$ cat config.mk
export PLATFORM = sky130hd
export DESIGN_NAME = nfc_host
export DESIGN_NICKNAME = d
export VERILOG_FILES = /design/src/rtl/nfc_pkg.sv /design/src/rtl/nfc_host.sv /design/src/rtl/nfc_pin_cycle.sv
export SDC_FILE = /design/constraint.sdc
export NUM_CORES = 1
export LEC_CHECK = 0
export BUFFER_PORTS_ARGS = -buffer_cell sky130_fd_sc_hd__buf_2
export CORE_MARGIN = 1.5
export CORE_UTILIZATION = 30
export CTS_BUF_LIST = sky130_fd_sc_hd__clkbuf_8 sky130_fd_sc_hd__clkbuf_16
export DETAILED_ROUTE_END_ITERATION = 7
export GPL_TIMING_DRIVEN = 0
export PLACE_DENSITY = 0.46
export RECOVER_POWER = 50
export SYNTH_ARGS = -nofsm -noshare
export SYNTH_HDL_FRONTEND = slang
export SYNTH_SLANG_ARGS = --single-unit
$ cat constraint.sdc
create_clock -name clk_sys -period 6.5 [get_ports clk_sys]
set_input_delay 0.325 -clock clk_sys [delete_from_list [all_inputs] [get_ports clk_sys]]
set_output_delay 0.325 -clock clk_sys [all_outputs]
set_load 0.02 [all_outputs]
$ cat src/rtl/nfc_pkg.sv
// Shared constants and types of the NAND erase, reset and feature sequencer host
package nfc_pkg;
  // Clock and pin timing
  localparam int CLK_PERIOD_NS = 10;
  localparam int WE_LOW_NS     = 20;
  localparam int WE_HIGH_NS    = 20;
  localparam int RE_LOW_NS     = 30;
  localparam int BUSY_SETUP_NS = 100;
  localparam int WE_LOW_CYC    = (WE_LOW_NS + CLK_PERIOD_NS - 1) / CLK_PERIOD_NS;
  localparam int WE_HIGH_CYC   = (WE_HIGH_NS + CLK_PERIOD_NS - 1) / CLK_PERIOD_NS;
  localparam int RE_LOW_CYC    = (RE_LOW_NS + CLK_PERIOD_NS - 1) / CLK_PERIOD_NS;
  localparam int BUSY_SETUP_CYC = (BUSY_SETUP_NS + CLK_PERIOD_NS - 1) / CLK_PERIOD_NS;

  // Wishbone register byte offsets
  localparam logic [7:0] REG_CTRL   = 8'h00;
  localparam logic [7:0] REG_ROW    = 8'h04;
  localparam logic [7:0] REG_FADDR  = 8'h08;
  localparam logic [7:0] REG_PARAM  = 8'h0C;
  localparam logic [7:0] REG_STATUS = 8'h10;
  localparam logic [7:0] REG_WP     = 8'h14;

  // Operation codes written to the control register
  localparam logic [2:0] OP_ERASE  = 3'h1;
  localparam logic [2:0] OP_QUEUE  = 3'h2;
  localparam logic [2:0] OP_RESET  = 3'h3;
  localparam logic [2:0] OP_SETF   = 3'h4;
  localparam logic [2:0] OP_GETF   = 3'h5;
  localparam logic [2:0] OP_STAT   = 3'h6;
  localparam logic [2:0] OP_ENH    = 3'h7;

  // Device command bytes
  localparam logic [7:0] CMD_ERASE_SETUP = 8'h60;
  localparam logic [7:0] CMD_ERASE_GO    = 8'hD0;
  localparam logic [7:0] CMD_ERASE_QUEUE = 8'hD1;
  localparam logic [7:0] CMD_STATUS      = 8'h70;
  localparam logic [7:0] CMD_STATUS_ENH  = 8'h78;
  localparam logic [7:0] CMD_RESET       = 8'hFF;
  localparam logic [7:0] CMD_GET_FEAT    = 8'hEE;
  localparam logic [7:0] CMD_SET_FEAT    = 8'hEF;

  // Row address layout and status bits
  localparam int ROW_W          = 24;
  localparam int ROW_PLANE_BIT  = 6;
  localparam int SR_FAIL        = 0;
  localparam int SR_ARRAY_RDY   = 5;
  localparam int SR_RDY         = 6;

  // Reset values
  localparam logic [7:0]  STATUS_RST = 8'h00;
  localparam logic [31:0] PARAM_RST  = 32'h0000_0000;

  typedef enum logic [1:0] {K_CMD, K_ADDR, K_WDATA, K_RDATA} nfc_kind_t;
  typedef enum logic [1:0] {D_STAT, D_PARAM, D_ENH} nfc_dest_t;

  typedef struct packed {
    nfc_kind_t  kind;
    logic [7:0] data;
    nfc_dest_t  dest;
    logic [1:0] byte_sel;
    logic       wait_busy;
    logic       last;
  } nfc_step_t;

  typedef struct packed {
    logic       cle;
    logic       ale;
    logic       we_n;
    logic       re_n;
    logic [7:0] io_out;
    logic       io_oe_n;
  } nfc_pins_t;
endpackage : nfc_pkg

$ cat src/rtl/nfc_host.sv
// Host sequencer for NAND block erase, reset and feature commands with a Wishbone slave
//
// The Wishbone slave port and the register addresses are this design's own decisions.
`timescale 1ns/1ps
module nfc_host
  import nfc_pkg::*;
#(
  parameter int ADDR_W = 8
)
(
  input  wire logic              clk_sys,
  input  wire logic              srst,
  input  wire logic              wb_cyc_i,
  input  wire logic              wb_stb_i,
  input  wire logic              wb_we_i,
  input  wire logic [ADDR_W-1:0] wb_adr_i,
  input  wire logic [3:0]        wb_sel_i,
  input  wire logic [31:0]       wb_dat_i,
  output logic [31:0]            wb_dat_o,
  output logic                   wb_ack_o,
  output logic                   nand_ce_n,
  output logic                   nand_cle,
  output logic                   nand_ale,
  output logic                   nand_we_n,
  output logic                   nand_re_n,
  output logic                   write_protect_n,
  output logic [7:0]             nand_io_out,
  output logic                   nand_io_oe_n,
  input  wire logic [7:0]        nand_io_in,
  input  wire logic              ready_busy_n
);
  import nfc_pkg::*;

  // Only the low byte of the address is decoded
  if (ADDR_W < 8) begin : g_bad_addr_w
    $error("nfc_host: ADDR_W must be at least 8");
  end

  typedef enum logic [2:0] {S_IDLE, S_STEP, S_CYC, S_SETUP, S_BUSY, S_NEXT} nfc_state_t;

  function automatic nfc_step_t mk(input nfc_kind_t k, input logic [7:0] d, input nfc_dest_t ds,
                                   input logic [1:0] bs, input logic w, input logic l);
    nfc_step_t s;
    s = '{kind: k, data: d, dest: ds, byte_sel: bs, wait_busy: w, last: l};
    return s;
  endfunction

  function automatic logic [31:0] merge_sel(input logic [31:0] old, input logic [31:0] nw,
                                            input logic [3:0] sel);
    logic [31:0] r;
    r = old;
    for (int i = 0; i < 4; i++) begin
      if (sel[i]) begin
        r[8*i +: 8] = nw[8*i +: 8];
      end
    end
    return r;
  endfunction

  // Step list of each operation, one pin cycle per step
  function automatic nfc_step_t step_of(input logic [2:0] op, input logic [3:0] idx,
                                        input logic [ROW_W-1:0] row, input logic [7:0] fa,
                                        input logic [31:0] prm);
    nfc_step_t s;
    s = mk(K_CMD, CMD_STATUS, D_STAT, 2'd0, 1'b0, 1'b0);
    case (op)
      OP_ERASE, OP_QUEUE, OP_ENH: begin
        case (idx)
          4'd0: s = mk(K_CMD, (op == OP_ENH) ? CMD_STATUS_ENH : CMD_ERASE_SETUP,
                       D_STAT, 2'd0, 1'b0, 1'b0);
          4'd1: s = mk(K_ADDR, row[7:0], D_STAT, 2'd0, 1'b0, 1'b0);
          4'd2: s = mk(K_ADDR, row[15:8], D_STAT, 2'd0, 1'b0, 1'b0);
          4'd3: s = mk(K_ADDR, row[23:16], D_STAT, 2'd0, 1'b0, 1'b0);
          4'd4: begin
            if (op == OP_ENH) begin
              s = mk(K_RDATA, 8'h00, D_ENH, 2'd0, 1'b0, 1'b1);
            end else begin
              s = mk(K_CMD, (op == OP_QUEUE) ? CMD_ERASE_QUEUE : CMD_ERASE_GO,
                     D_STAT, 2'd0, 1'b1, 1'b0);
            end
          end
          4'd5: s = mk(K_CMD, CMD_STATUS, D_STAT, 2'd0, 1'b0, 1'b0);
          default: s = mk(K_RDATA, 8'h00, D_STAT, 2'd0, 1'b0, 1'b1);
        endcase
      end
      OP_RESET: begin
        case (idx)
          4'd0: s = mk(K_CMD, CMD_RESET, D_STAT, 2'd0, 1'b1, 1'b0);
          4'd1: s = mk(K_CMD, CMD_STATUS, D_STAT, 2'd0, 1'b0, 1'b0);
          default: s = mk(K_RDATA, 8'h00, D_STAT, 2'd0, 1'b0, 1'b1);
        endcase
      end
      OP_SETF: begin
        case (idx)
          4'd0: s = mk(K_CMD, CMD_SET_FEAT, D_STAT, 2'd0, 1'b0, 1'b0);
          4'd1: s = mk(K_ADDR, fa, D_STAT, 2'd0, 1'b0, 1'b0);
          4'd2: s = mk(K_WDATA, prm[7:0], D_STAT, 2'd0, 1'b0, 1'b0);
          4'd3: s = mk(K_WDATA, prm[15:8], D_STAT, 2'd0, 1'b0, 1'b0);
          4'd4: s = mk(K_WDATA, prm[23:16], D_STAT, 2'd0, 1'b0, 1'b0);
          default: s = mk(K_WDATA, prm[31:24], D_STAT, 2'd0, 1'b1, 1'b1);
        endcase
      end
      OP_GETF: begin
        case (idx)
          4'd0: s = mk(K_CMD, CMD_GET_FEAT, D_STAT, 2'd0, 1'b0, 1'b0);
          4'd1: s = mk(K_ADDR, fa, D_STAT, 2'd0, 1'b1, 1'b0);
          4'd2: s = mk(K_RDATA, 8'h00, D_PARAM, 2'd0, 1'b0, 1'b0);
          4'd3: s = mk(K_RDATA, 8'h00, D_PARAM, 2'd1, 1'b0, 1'b0);
          4'd4: s = mk(K_RDATA, 8'h00, D_PARAM, 2'd2, 1'b0, 1'b0);
          default: s = mk(K_RDATA, 8'h00, D_PARAM, 2'd3, 1'b0, 1'b1);
        endcase
      end
      default: begin
        case (idx)
          4'd0: s = mk(K_CMD, CMD_STATUS, D_STAT, 2'd0, 1'b0, 1'b0);
          default: s = mk(K_RDATA, 8'h00, D_STAT, 2'd0, 1'b0, 1'b1);
        endcase
      end
    endcase
    return s;
  endfunction

  nfc_state_t     state;
  logic [2:0]     op;
  logic [3:0]     idx;
  logic [7:0]     wait_cnt;
  logic [ROW_W-1:0] row;
  logic [ROW_W-1:0] op_row;
  logic [7:0]     faddr;
  logic [31:0]    param;
  logic [7:0]     status;
  logic [7:0]     enh_status;
  logic           done;
  logic           refused;
  logic           plane_pending;
  logic           two_plane_op;
  logic           wp_level;
  logic           cyc_start;
  nfc_pins_t      cyc_pins;
  logic           cyc_done;
  logic [7:0]     cyc_rd;

  // Bus decode
  wire logic       bus_req   = wb_cyc_i && wb_stb_i && !wb_ack_o;
  wire logic       bus_wr    = bus_req && wb_we_i;
  wire logic [7:0] bus_off   = wb_adr_i[7:0];
  wire logic       hit_ctrl  = bus_wr && (bus_off == REG_CTRL) && wb_sel_i[0];
  wire logic [2:0] req_op    = wb_dat_i[2:0];
  wire logic       busy      = (state != S_IDLE);
  // Set and get feature operations are refused while a plane is queued
  wire logic       op_legal  = !plane_pending || (req_op == OP_ERASE) || (req_op == OP_QUEUE)
                               || (req_op == OP_RESET) || (req_op == OP_STAT)
                               || (req_op == OP_ENH);
  wire logic       go        = hit_ctrl && !busy && (req_op != 3'h0) && op_legal;
  wire logic       reject    = hit_ctrl && (busy || !op_legal);
  wire nfc_step_t  cur       = step_of(op, idx, op_row, faddr, param);
  wire logic       wait_done = (wait_cnt == 8'h00);
  // Completion of an erase that covered two planes with a fail shows needs per-plane status
  wire logic       need_enh  = (op == OP_ERASE) && two_plane_op && cyc_rd[SR_FAIL];
  wire logic [ROW_W-1:0] plane_row = (req_op == OP_QUEUE)
                               ? (row & ~(ROW_W'(1) << ROW_PLANE_BIT))
                               : ((req_op == OP_ERASE) && plane_pending)
                                 ? (row | (ROW_W'(1) << ROW_PLANE_BIT)) : row;
  wire logic [31:0] rd_mux   = (bus_off == REG_CTRL)   ? {29'h0, op} :
                               (bus_off == REG_ROW)    ? {8'h00, row} :
                               (bus_off == REG_FADDR)  ? {24'h0, faddr} :
                               (bus_off == REG_PARAM)  ? param :
                               (bus_off == REG_STATUS) ? {8'h00, enh_status, status, 4'h0,
                                                          plane_pending, refused, done, busy} :
                               (bus_off == REG_WP)     ? {31'h0, wp_level} : 32'h0;

  always_ff @(posedge clk_sys) begin
    if (srst) begin
      wb_ack_o <= 1'b0;
      wb_dat_o <= 32'h0;
      row      <= '0;
      faddr    <= 8'h00;
      wp_level <= 1'b0;
    end else begin
      wb_ack_o <= bus_req;
      wb_dat_o <= bus_req ? rd_mux : 32'h0;
      if (bus_wr && (bus_off == REG_ROW)) begin
        row <= ROW_W'(merge_sel({8'h00, row}, wb_dat_i, wb_sel_i));
      end
      if (bus_wr && (bus_off == REG_FADDR) && wb_sel_i[0]) begin
        faddr <= wb_dat_i[7:0];
      end
      if (bus_wr && (bus_off == REG_WP) && wb_sel_i[0]) begin
        wp_level <= wb_dat_i[0];
      end
    end
  end

  always_ff @(posedge clk_sys) begin
    if (srst) begin
      state         <= S_IDLE;
      op            <= 3'h0;
      idx           <= 4'h0;
      wait_cnt      <= 8'h00;
      op_row        <= '0;
      param         <= PARAM_RST;
      status        <= STATUS_RST;
      enh_status    <= STATUS_RST;
      done          <= 1'b0;
      refused       <= 1'b0;
      plane_pending <= 1'b0;
      two_plane_op  <= 1'b0;
      cyc_start     <= 1'b0;
      nand_ce_n     <= 1'b1;
    end else begin
      cyc_start <= 1'b0;
      if (reject) begin
        refused <= 1'b1;
      end else if (go) begin
        refused <= 1'b0;
      end
      if (bus_wr && (bus_off == REG_PARAM) && !busy) begin
        param <= merge_sel(param, wb_dat_i, wb_sel_i);
      end
      case (state)
        S_IDLE: begin
          nand_ce_n <= 1'b1;
          if (go) begin
            state        <= S_STEP;
            op           <= req_op;
            idx          <= 4'h0;
            op_row       <= plane_row;
            done         <= 1'b0;
            nand_ce_n    <= 1'b0;
            two_plane_op <= (req_op == OP_ERASE) && plane_pending;
          end
        end
        S_STEP: begin
          cyc_start <= 1'b1;
          state     <= S_CYC;
        end
        S_CYC: begin
          if (cyc_done) begin
            if (cur.kind == K_RDATA) begin
              if (cur.dest == D_PARAM) begin
                param[8*cur.byte_sel +: 8] <= cyc_rd;
              end else if (cur.dest == D_ENH) begin
                enh_status <= cyc_rd;
              end else begin
                status <= cyc_rd;
              end
            end
            wait_cnt <= 8'(BUSY_SETUP_CYC);
            state    <= cur.wait_busy ? S_SETUP : S_NEXT;
          end
        end
        S_SETUP: begin
          wait_cnt <= wait_cnt - 8'h01;
          if (wait_done) begin
            state <= S_BUSY;
          end
        end
        S_BUSY: begin
          if (ready_busy_n) begin
            state <= S_NEXT;
          end
        end
        default: begin
          if (!cur.last) begin
            idx   <= idx + 4'h1;
            state <= S_STEP;
          end else if (need_enh) begin
            // The final erase has consumed the queued plane
            plane_pending <= 1'b0;
            op    <= OP_ENH;
            idx   <= 4'h0;
            state <= S_STEP;
          end else begin
            state <= S_IDLE;
            done  <= 1'b1;
            if (op == OP_QUEUE) begin
              // Next queue or final erase only once both ready bits are set
              plane_pending <= status[SR_RDY] && status[SR_ARRAY_RDY];
            end else if ((op == OP_ERASE) || (op == OP_RESET)) begin
              plane_pending <= 1'b0;
            end
          end
        end
      endcase
    end
  end

  nfc_pin_cycle u_cycle (
    .clk_sys (clk_sys),
    .srst    (srst),
    .start   (cyc_start),
    .kind    (cur.kind),
    .data    (cur.data),
    .io_in   (nand_io_in),
    .pins    (cyc_pins),
    .done    (cyc_done),
    .rd_byte (cyc_rd)
  );

  assign nand_cle        = cyc_pins.cle;
  assign nand_ale        = cyc_pins.ale;
  assign nand_we_n       = cyc_pins.we_n;
  assign nand_re_n       = cyc_pins.re_n;
  assign nand_io_out     = cyc_pins.io_out;
  assign nand_io_oe_n    = cyc_pins.io_oe_n;
  assign write_protect_n = wp_level;
endmodule // nfc_host

$ cat src/rtl/nfc_pin_cycle.sv
// One latch or read strobe cycle on the NAND pins
`timescale 1ns/1ps
module nfc_pin_cycle
  import nfc_pkg::*;
(
  input  wire logic             clk_sys,
  input  wire logic             srst,
  input  wire logic             start,
  input  wire nfc_pkg::nfc_kind_t kind,
  input  wire logic [7:0]       data,
  input  wire logic [7:0]       io_in,
  output nfc_pkg::nfc_pins_t    pins,
  output logic                  done,
  output logic [7:0]            rd_byte
);
  import nfc_pkg::*;

  typedef enum logic [1:0] {C_IDLE, C_LOW, C_HIGH} nfc_cyc_t;

  nfc_cyc_t   state;
  logic [3:0] cnt;
  logic       is_read;

  wire logic [3:0] low_len  = (kind == K_RDATA) ? 4'(RE_LOW_CYC) : 4'(WE_LOW_CYC);
  wire logic       low_end  = (state == C_LOW) && (cnt == 4'h0);
  wire logic       high_end = (state == C_HIGH) && (cnt == 4'h0);

  always_ff @(posedge clk_sys) begin
    if (srst) begin
      state   <= C_IDLE;
      cnt     <= 4'h0;
      is_read <= 1'b0;
      pins    <= '{cle: 1'b0, ale: 1'b0, we_n: 1'b1, re_n: 1'b1, io_out: 8'h00, io_oe_n: 1'b1};
      done    <= 1'b0;
      rd_byte <= 8'h00;
    end else begin
      done <= 1'b0;
      case (state)
        C_IDLE: begin
          if (start) begin
            state        <= C_LOW;
            cnt          <= low_len - 4'h1;
            is_read      <= (kind == K_RDATA);
            pins.cle     <= (kind == K_CMD);
            pins.ale     <= (kind == K_ADDR);
            pins.io_out  <= data;
            pins.io_oe_n <= (kind == K_RDATA);
            pins.we_n    <= (kind == K_RDATA);
            pins.re_n    <= (kind != K_RDATA);
          end
        end
        C_LOW: begin
          cnt <= cnt - 4'h1;
          if (low_end) begin
            // Data is latched by the device on the rising write strobe
            state     <= C_HIGH;
            cnt       <= 4'(WE_HIGH_CYC) - 4'h1;
            pins.we_n <= 1'b1;
            pins.re_n <= 1'b1;
            if (is_read) begin
              rd_byte <= io_in;
            end
          end
        end
        default: begin
          cnt <= cnt - 4'h1;
          if (high_end) begin
            state        <= C_IDLE;
            done         <= 1'b1;
            pins.cle     <= 1'b0;
            pins.ale     <= 1'b0;
            pins.io_oe_n <= 1'b1;
          end
        end
      endcase
    end
  end
endmodule // nfc_pin_cycle

=== Word-level counts from Yosys, hierarchy flattened ===
Index checks and enable logic that the tools add are counted.
W data, S select, Z words.

* Register bits: 191
* Latch bits: 0
* RAM bits: 0
* Bits in read-only memories: 0
* Input port bits: 58
* Output and inout port bits: 48
* Logic and storage cells: 232
* Memories kept: 0

* Add/sub/neg operators: 5
* $mul: 0
* Div/mod/pow operators: 0
* $lt $le $gt $ge: 0
* Equal/unequal tests: 40
* Shift operators: 2
* Multiplexer cells: 71
* Bitwise operators: 6
* Reductions and logical operators: 74

{| class="wikitable"
|+ Operators with widths
! cell !! number
|-
| $mux W32 || 7
|-
| $pmux W16 S5 || 2
|-
| $pmux W16 S6 || 1
|-
| $mux W24 || 3
|-
| $pmux W16 S4 || 1
|-
| $mux W8 || 5
|-
| $neg A5 Y34 || 1
|-
| $shift A8 B34 Y32 const A || 1
|-
| $shiftx A8 B34 Y32 || 1
|-
| $bwmux W32 || 1
|-
| $mux W16 || 2
|-
| $pmux W16 S2 || 1
|-
| $mux W3 || 9
|-
| $logic_and A1 B1 Y1 || 22
|-
| $mux W4 || 5
|-
| $eq A3 B2 Y1 const B || 6
|-
| $eq A3 B3 Y1 const B || 6
|-
| $reduce_and A3 Y1 || 6
|-
| $eq A8 B4 Y1 const B || 2
|-
| $eq A8 B5 Y1 const B || 2
|-
| $logic_not A8 Y1 || 2
|-
| $mux W1 || 16
|-
| $pmux W4 S2 || 2
|-
| $pmux W8 S2 || 1
|-
| other kinds (36) || 93
|}

=== Logic depth before layout (Yosys ltp) ===
* Depth after elaboration: 12
* Gate-level depth with buffers: 12
* Depth with buffers taken out: 11

=== Hierarchy ===
A second synthesis with hierarchy kept.

* Cell total of the unflattened synthesis: 1084
* Area, all modules: 9386.5 µm²

{| class="wikitable"
|+ By module, submodules not included
! module !! times used !! cells each !! area each (µm²) !! sequential area each (µm²)
|-
| nfc_host || 1 || 942 || 8057.7 || 3243.1
|-
| nfc_pin_cycle || 1 || 142 || 1328.8 || 580.6
|}

=== Worst setup path before layout ===
OpenSTA, ideal clock, no wires.

* Path kind: reg2reg
* From: reg idx[0]
* To: reg param[24]
* Setup time: 72 ps
* Arrival: 2393 ps
* Required time: 6428 ps
* Setup slack: 4036 ps
* Cell stages (with the launch flop): 8
* Buffers on the path: 0
* Period minus slack after synthesis: 2464 ps
* Path through: dfxtp_1 ha_1 nor3b_1 o41ai_2 ha_1 nor4_2 nand2_1 mux2i_1

* Word-level cells in the longest chain between the ends: 10
* Elaborated cells on any way between the ends: 22
* Classes of those cells: 1 x add/sub; 7 x eq/ne; 2 x shift; 11 x mux; 1 x reduce/logical

{| class="wikitable"
|+ Ends and longest elaborated chain
! element !! line !! RTL
|-
| start: declaration || nfc_host.sv:125 || <nowiki>logic [3:0] idx;</nowiki>
|-
| start signal: assignment || nfc_host.sv:265 || <nowiki>idx <= idx + 4'h1;</nowiki>
|-
| $eq A4 B3 Y1, or another cell as far along || nfc_host.sv:68 || <nowiki>case (idx)</nowiki>
|-
| $pmux W16 S6 or $pmux W16 S5 (tied branches) || nfc_host.sv:68, nfc_host.sv:104 ||
|-
| $pmux W16 S4 (*) || nfc_host.sv:66 || <nowiki>case (op)</nowiki>
|-
| $neg A5 Y34 || nfc_host.sv:241 || <nowiki>param[8*cur.byte_sel +: 8] <= cyc_rd;</nowiki>
|-
| $shiftx A8 B34 Y32 or $shift A8 B34 Y32 (tied branches) || nfc_host.sv:241 ||
|-
| $bwmux W32 || nfc_host.sv:241 ||
|-
| $mux W32 || nfc_host.sv:240 || <nowiki>if (cur.dest == D_PARAM) begin</nowiki>
|-
| $mux W32 (*) || nfc_host.sv:239 || <nowiki>if (cur.kind == K_RDATA) begin</nowiki>
|-
| $mux W32 (*) || nfc_host.sv:238 || <nowiki>if (cyc_done) begin</nowiki>
|-
| $mux W32 (*) || nfc_host.sv:220 || <nowiki>case (state)</nowiki>
|-
| end signal: assignment || nfc_host.sv:218 || <nowiki>param <= merge_sel(param, wb_dat_i, wb_sel_i);</nowiki>
|-
| end signal: indexed assignment || nfc_host.sv:241 ||
|-
| end: declaration || nfc_host.sv:130 || <nowiki>logic [31:0] param;</nowiki>
|}

Every way passes the cells marked *; elsewhere a longest branch is shown, timed or not.
A chain may end at the register's enable or synchronous reset.

=== Worst setup path after layout ===
* From: reg idx[0]
* To: reg param[31]

The elaborated chain is that of the path after synthesis.

==> metrics.txt <==
# TYPE chip_impl_metric gauge
chip_impl_metric{name="worst_pin_slew",unit="ns"} 1.24
chip_impl_metric{name="syn2layout_area_growth",unit="%"} 16.2
chip_impl_metric{name="clock_buffer_count_from_cts",unit=""} 17
chip_impl_metric{name="finalCritPeriodShare",unit="%"} 48.1
chip_impl_metric{name="syn_nets",unit=""} 1172
chip_impl_info{name="crit_path_top_delay_cell",value="sky130_fd_sc_hd__o41ai_2"} 1
chip_impl_metric{name="utilization",unit="%"} 35.3
chip_impl_metric{name="grt_total_usage",unit="%"} 22.1
chip_impl_metric{name="ctsHtreeMaxLevel",unit=""} 4
chip_impl_metric{name="cells_after_synth",unit=""} 1099
chip_impl_info{name="crit_path_frequent_cell",value="sky130_fd_sc_hd__ha_1"} 1
chip_impl_metric{name="drt_pre_antenna_iters",unit=""} 8
chip_impl_metric{name="detail_route.wl_per_cell",unit="um"} 22.3
chip_impl_metric{name="cellPowerDensity",unit="nW/um^2"} 226
chip_impl_metric{name="final-setup-viol-count",unit=""} 0
chip_impl_metric{name="switchingPower",unit="mW"} 0.706
chip_impl_metric{name="critical_path_peak_fanout",unit=""} 8
chip_impl_metric{name="cts.sink_count",unit=""} 191
chip_impl_metric{name="vias_after_detailed_routing",unit=""} 8994
chip_impl_metric{name="setup_ws",unit="ns"} 3.37
chip_impl_metric{name="stdcell_area",unit="um^2"} 11100
chip_impl_info{name="setup_repair_after_global_routing_missed_its_margin",value="false"} 1
chip_impl_metric{name="grt_max_degree",unit=""} 21
chip_impl_metric{name="number_of_buffers_added_for_setup_after_cts",unit=""} 0
chip_impl_metric{name="cts.clk_slew.worst_paths",unit="ns"} 0.09
chip_impl_metric{name="ant_nets",unit=""} 0
chip_impl_info{name="crit_path_start",value="idx[0]"} 1
chip_impl_metric{name="floorplan.core_area",unit="um^2"} 31400
chip_impl_metric{name="floorplan.die_area",unit="um^2"} 32900
chip_impl_metric{name="layout_min_cycle_time",unit="ns"} 3.13
chip_impl_metric{name="sequential_to_total_area_share_from_yosys_stat",unit="%"} 40.1
chip_impl_metric{name="fin_skew",unit="ns"} 0.0198
chip_impl_metric{name="hold_viol_final",unit=""} 0
chip_impl_metric{name="detailed_place.area",unit="um^2"} 10600
chip_impl_info{name="criticalPathCategory",value="reg2reg"} 1
chip_impl_metric{name="synth.avg_cell_area",unit="um^2"} 8.68
chip_impl_metric{name="share_seq_of_total_power",unit="%"} 47.7
chip_impl_metric{name="netlist-cell-type-count",unit=""} 86
chip_impl_info{name="worstSetupEndpointType",value="flip-flop"} 1
chip_impl_metric{name="timing.max_cap.violations",unit=""} 0
chip_impl_metric{name="combinationalPowerShare",unit="%"} 8.5
chip_impl_metric{name="routabilityCongestion",unit=""} 0.909
chip_impl_metric{name="ir_drop",unit="mV"} 0.177
chip_impl_metric{name="clock_tree.buffer_depth",unit=""} 2
chip_impl_metric{name="power.share.clock",unit="%"} 43.9
chip_impl_metric{name="yosys_reg_bits",unit=""} 191
chip_impl_metric{name="antenna_cells_inserted",unit=""} 0
chip_impl_info{name="startpoint_type",value="flip-flop"} 1
chip_impl_metric{name="drt_iter0_markers",unit=""} 967
chip_impl_metric{name="globalRouteMet3Util",unit="%"} 3.83
chip_impl_metric{name="postRouteWirelength",unit="mm"} 36.4
chip_impl_metric{name="via_count_of_the_first_global_routing_pass",unit=""} 8461
chip_impl_info{name="tritoncts",value="yes"} 1
chip_impl_metric{name="switching_share",unit="%"} 28.2
chip_impl_metric{name="height_of_the_die",unit="um"} 181
chip_impl_metric{name="grt_first_pass_wirelength",unit="mm"} 53.8
chip_impl_metric{name="fmax",unit="MHz"} 320
chip_impl_metric{name="rows",unit=""} 65
chip_impl_metric{name="rr_worst_depth",unit=""} 8
chip_impl_metric{name="hold-path-cell-count",unit=""} 3
chip_impl_metric{name="floorplan.die.width",unit="um"} 181
chip_impl_metric{name="slew-limit-headroom",unit="%"} 16.4
chip_impl_metric{name="start_util",unit="%"} 30.4
chip_impl_metric{name="slowest_delay",unit="ns"} 0.72
chip_impl_info{name="r2r_start",value="idx[0]"} 1
chip_impl_metric{name="synth.cell_area",unit="um^2"} 9540
chip_impl_metric{name="worstPathRequired",unit="ns"} 6.87
chip_impl_metric{name="drt_drc_violations_left",unit=""} 0
chip_impl_metric{name="nNetsFinal",unit=""} 1294
chip_impl_metric{name="clock_latency_at_the_later_pin_of_the_worst_skew_pair",unit="ns"} 0.46
chip_impl_metric{name="number_of_i_o_port_buffers",unit=""} 103
chip_impl_metric{name="global_route.usage.met2",unit="%"} 35.8
chip_impl_metric{name="yosysWarningCount",unit=""} 0
chip_impl_metric{name="io_pins",unit=""} 106
chip_impl_metric{name="fraction_of_registers_with_async_set_or_reset_after_synthesis",unit="%"} 0
chip_impl_metric{name="r2r_slack",unit="ns"} 3.37
chip_impl_metric{name="drt-vias-per-instance",unit=""} 5.50
chip_impl_metric{name="post_layout_nonfiller_instances",unit=""} 1636
chip_impl_metric{name="place.detailed.instances",unit=""} 1604
chip_impl_metric{name="drive_above_1_share",unit="%"} 10.5
chip_impl_metric{name="power.internal",unit="mW"} 1.80
chip_impl_info{name="root_buffer",value="sky130_fd_sc_hd__clkbuf_16"} 1
chip_impl_metric{name="hpwl",unit="mm"} 28.1
chip_impl_metric{name="power_leakage",unit="nW"} 3.92
chip_impl_info{name="hp-start",value="nand_io_in[6]"} 1
chip_impl_metric{name="setup_total_negative_slack",unit="ns"} 0
chip_impl_info{name="run_status",value="finished, final reports clean"} 1
chip_impl_metric{name="grt_antenna_before_repair",unit=""} 1
chip_impl_info{name="top_usage_layer",value="met2"} 1
chip_impl_metric{name="overflow",unit=""} 0
chip_impl_metric{name="cts-hold-fix-buffers",unit=""} 0
chip_impl_metric{name="grt_util_met1",unit="%"} 29.4
chip_impl_info{name="mostFrequentLayoutCell",value="sky130_fd_sc_hd__dfxtp_1"} 1
chip_impl_metric{name="ctsResizeCount",unit=""} 0
chip_impl_metric{name="synth_edf_count",unit=""} 0
chip_impl_metric{name="post-place-ws",unit="ns"} 3.34
chip_impl_info{name="postSynth.topFlopCell",value="sky130_fd_sc_hd__dfxtp_1"} 1
chip_impl_info{name="timing.critical_path.cells",value="inv_1 > ha_1 > nor2b_1 > o41ai_2 > ha_1 > nor4_2 > nand2_1 > mux2i_1"} 1
chip_impl_info{name="hold_path.class",value="in2reg"} 1
chip_impl_metric{name="report.final.slew_viol_count",unit=""} 0
chip_impl_info{name="commonest_non_fill_non_tap_cells_in_the_layout",value="sky130_fd_sc_hd__dfxtp_1 (191), sky130_fd_sc_hd__nand2_1 (144), sky130_fd_sc_hd__clkbuf_1 (109)"} 1
chip_impl_metric{name="critPathArrivalTime",unit="ns"} 3.50
## registers in the layout, indices dropped and copies added, names as in the netlist, 2 cells and up
register,flops
u_cycle.cnt,4
status,8
wait_cnt,8
faddr,8
row,24
u_cycle.state,2
state,3
idx,4
op,3
enh_status,8
wb_dat_o,32
u_cycle.pins,13
op_row,24
u_cycle.rd_byte,8
param,32
## cell type report
type                            count  area, um^2
Clock inverter                     15         190
Sequential cell                   191        3820
Tap cell                          402         503
Inverter                           14        52.6
Buffer                             81         350
Clock buffer                       17         425
Timing Repair Buffer              103         452
Fill cell                        3332       20300
Multi-Input combinational cell    813        5300
## Yosys cell counts, types with 4 or more instances
cell                       count  area share [%]
sky130_fd_sc_hd__a31oi_1       7            0.46
sky130_fd_sc_hd__inv_1        14            0.55
sky130_fd_sc_hd__nand3_1      53             2.8
sky130_fd_sc_hd__nand4_1       4            0.26
sky130_fd_sc_hd__a21o_1       33             2.6
sky130_fd_sc_hd__o21ai_0      54             2.8
sky130_fd_sc_hd__a21oi_1      57             3.0
sky130_fd_sc_hd__o211ai_1      6            0.47
sky130_fd_sc_hd__and3b_1       4            0.37
sky130_fd_sc_hd__a211oi_1      8            0.63
sky130_fd_sc_hd__buf_2        20             1.0
sky130_fd_sc_hd__buf_1         7            0.28
sky130_fd_sc_hd__mux2i_1      97              10
sky130_fd_sc_hd__a221oi_1      8            0.73
sky130_fd_sc_hd__a21oi_4       4            0.68
sky130_fd_sc_hd__a222oi_1     23             2.4
sky130_fd_sc_hd__and3_1       10            0.66
sky130_fd_sc_hd__o21ai_1       4            0.21
sky130_fd_sc_hd__ha_1         15             2.0
sky130_fd_sc_hd__nor3b_1       5            0.39
sky130_fd_sc_hd__nor4_1        4            0.26
sky130_fd_sc_hd__a221o_1       7            0.73
sky130_fd_sc_hd__nand2b_1      4            0.26
sky130_fd_sc_hd__and2_1       13            0.85
sky130_fd_sc_hd__a22o_1        6            0.55
sky130_fd_sc_hd__or4_1         4            0.31
sky130_fd_sc_hd__nand2_1     144             5.7
sky130_fd_sc_hd__or3_1         5            0.33
sky130_fd_sc_hd__nor2_1      101             4.0
sky130_fd_sc_hd__a22oi_1      13             1.0
sky130_fd_sc_hd__nor3_1       11            0.58
sky130_fd_sc_hd__clkbuf_1     49             1.9
sky130_fd_sc_hd__nor2b_1      18             1.2
sky130_fd_sc_hd__dfxtp_1     191              40
sky130_fd_sc_hd__nand3b_1      7            0.55
sky130_fd_sc_hd__o21a_1        7            0.55
## final timing paths
kind | endpoint
setup / recovery | param[31]
hold / removal | u_cycle.rd_byte[6]
setup reg to reg | param[31]
hold reg to reg | op_row[10]
## metal layers
| metal | wire, um | up-vias |
|---|---|---|
| met5 | 0 | - |
| met2 | 16800 | 373 |
| li1 | - | 4242 |
| met1 | 16100 | 4319 |
| met3 | 2350 | 60 |
| met4 | 1230 | 0 |
## power by group through the flow
stage / Combinational, mW / Clock [mW] / Sequential, mW
floorplan: 0.112 / 0 / 1.23
global placement: 0.214 / 0 / 1.22
detailed placement: 0.213 / 0 / 1.22
CTS: 0.214 / 1.12 / 1.20
global route: 0.230 / 1.16 / 1.20
finish: 0.212 / 1.10 / 1.20
## kinds of logic after synthesis
kind of cell	count (synthesis)	share of synthesized area [%]
AND/OR/NAND/NOR	410	20.9
AO/OA/AOI/OAI	286	22.2
flip-flops	191	40.1
multiplexers	97	10.2
buffers and inverters	95	4.29
adder cells (fa/ha/maj)	15	1.97
XOR/XNOR	5	0.459
## critical path, delay by kind of cell (launching register included)
kind,cells,cell delay (ns)
and+or+nand+nor,3,0.96
AOI/OAI and AO/OA,1,0.72
adders and majority gates,2,0.71
DFF,1,0.35
muxes,1,0.18
buffers and inverters,1,0.12
## through the flow
| step | total power [mW] | hold slack, ns |
|---|---|---|
| finish | 2.51 | 0.0951 |
| global route | 2.59 | 0.104 |
| CTS | 2.53 | 0.0843 |
| detailed placement | 1.44 | 0.448 |
| global placement | 1.44 | 0.444 |
| floorplan | 1.34 | 0.432 |
Note: power is estimated with default switching activity, not from simulation.
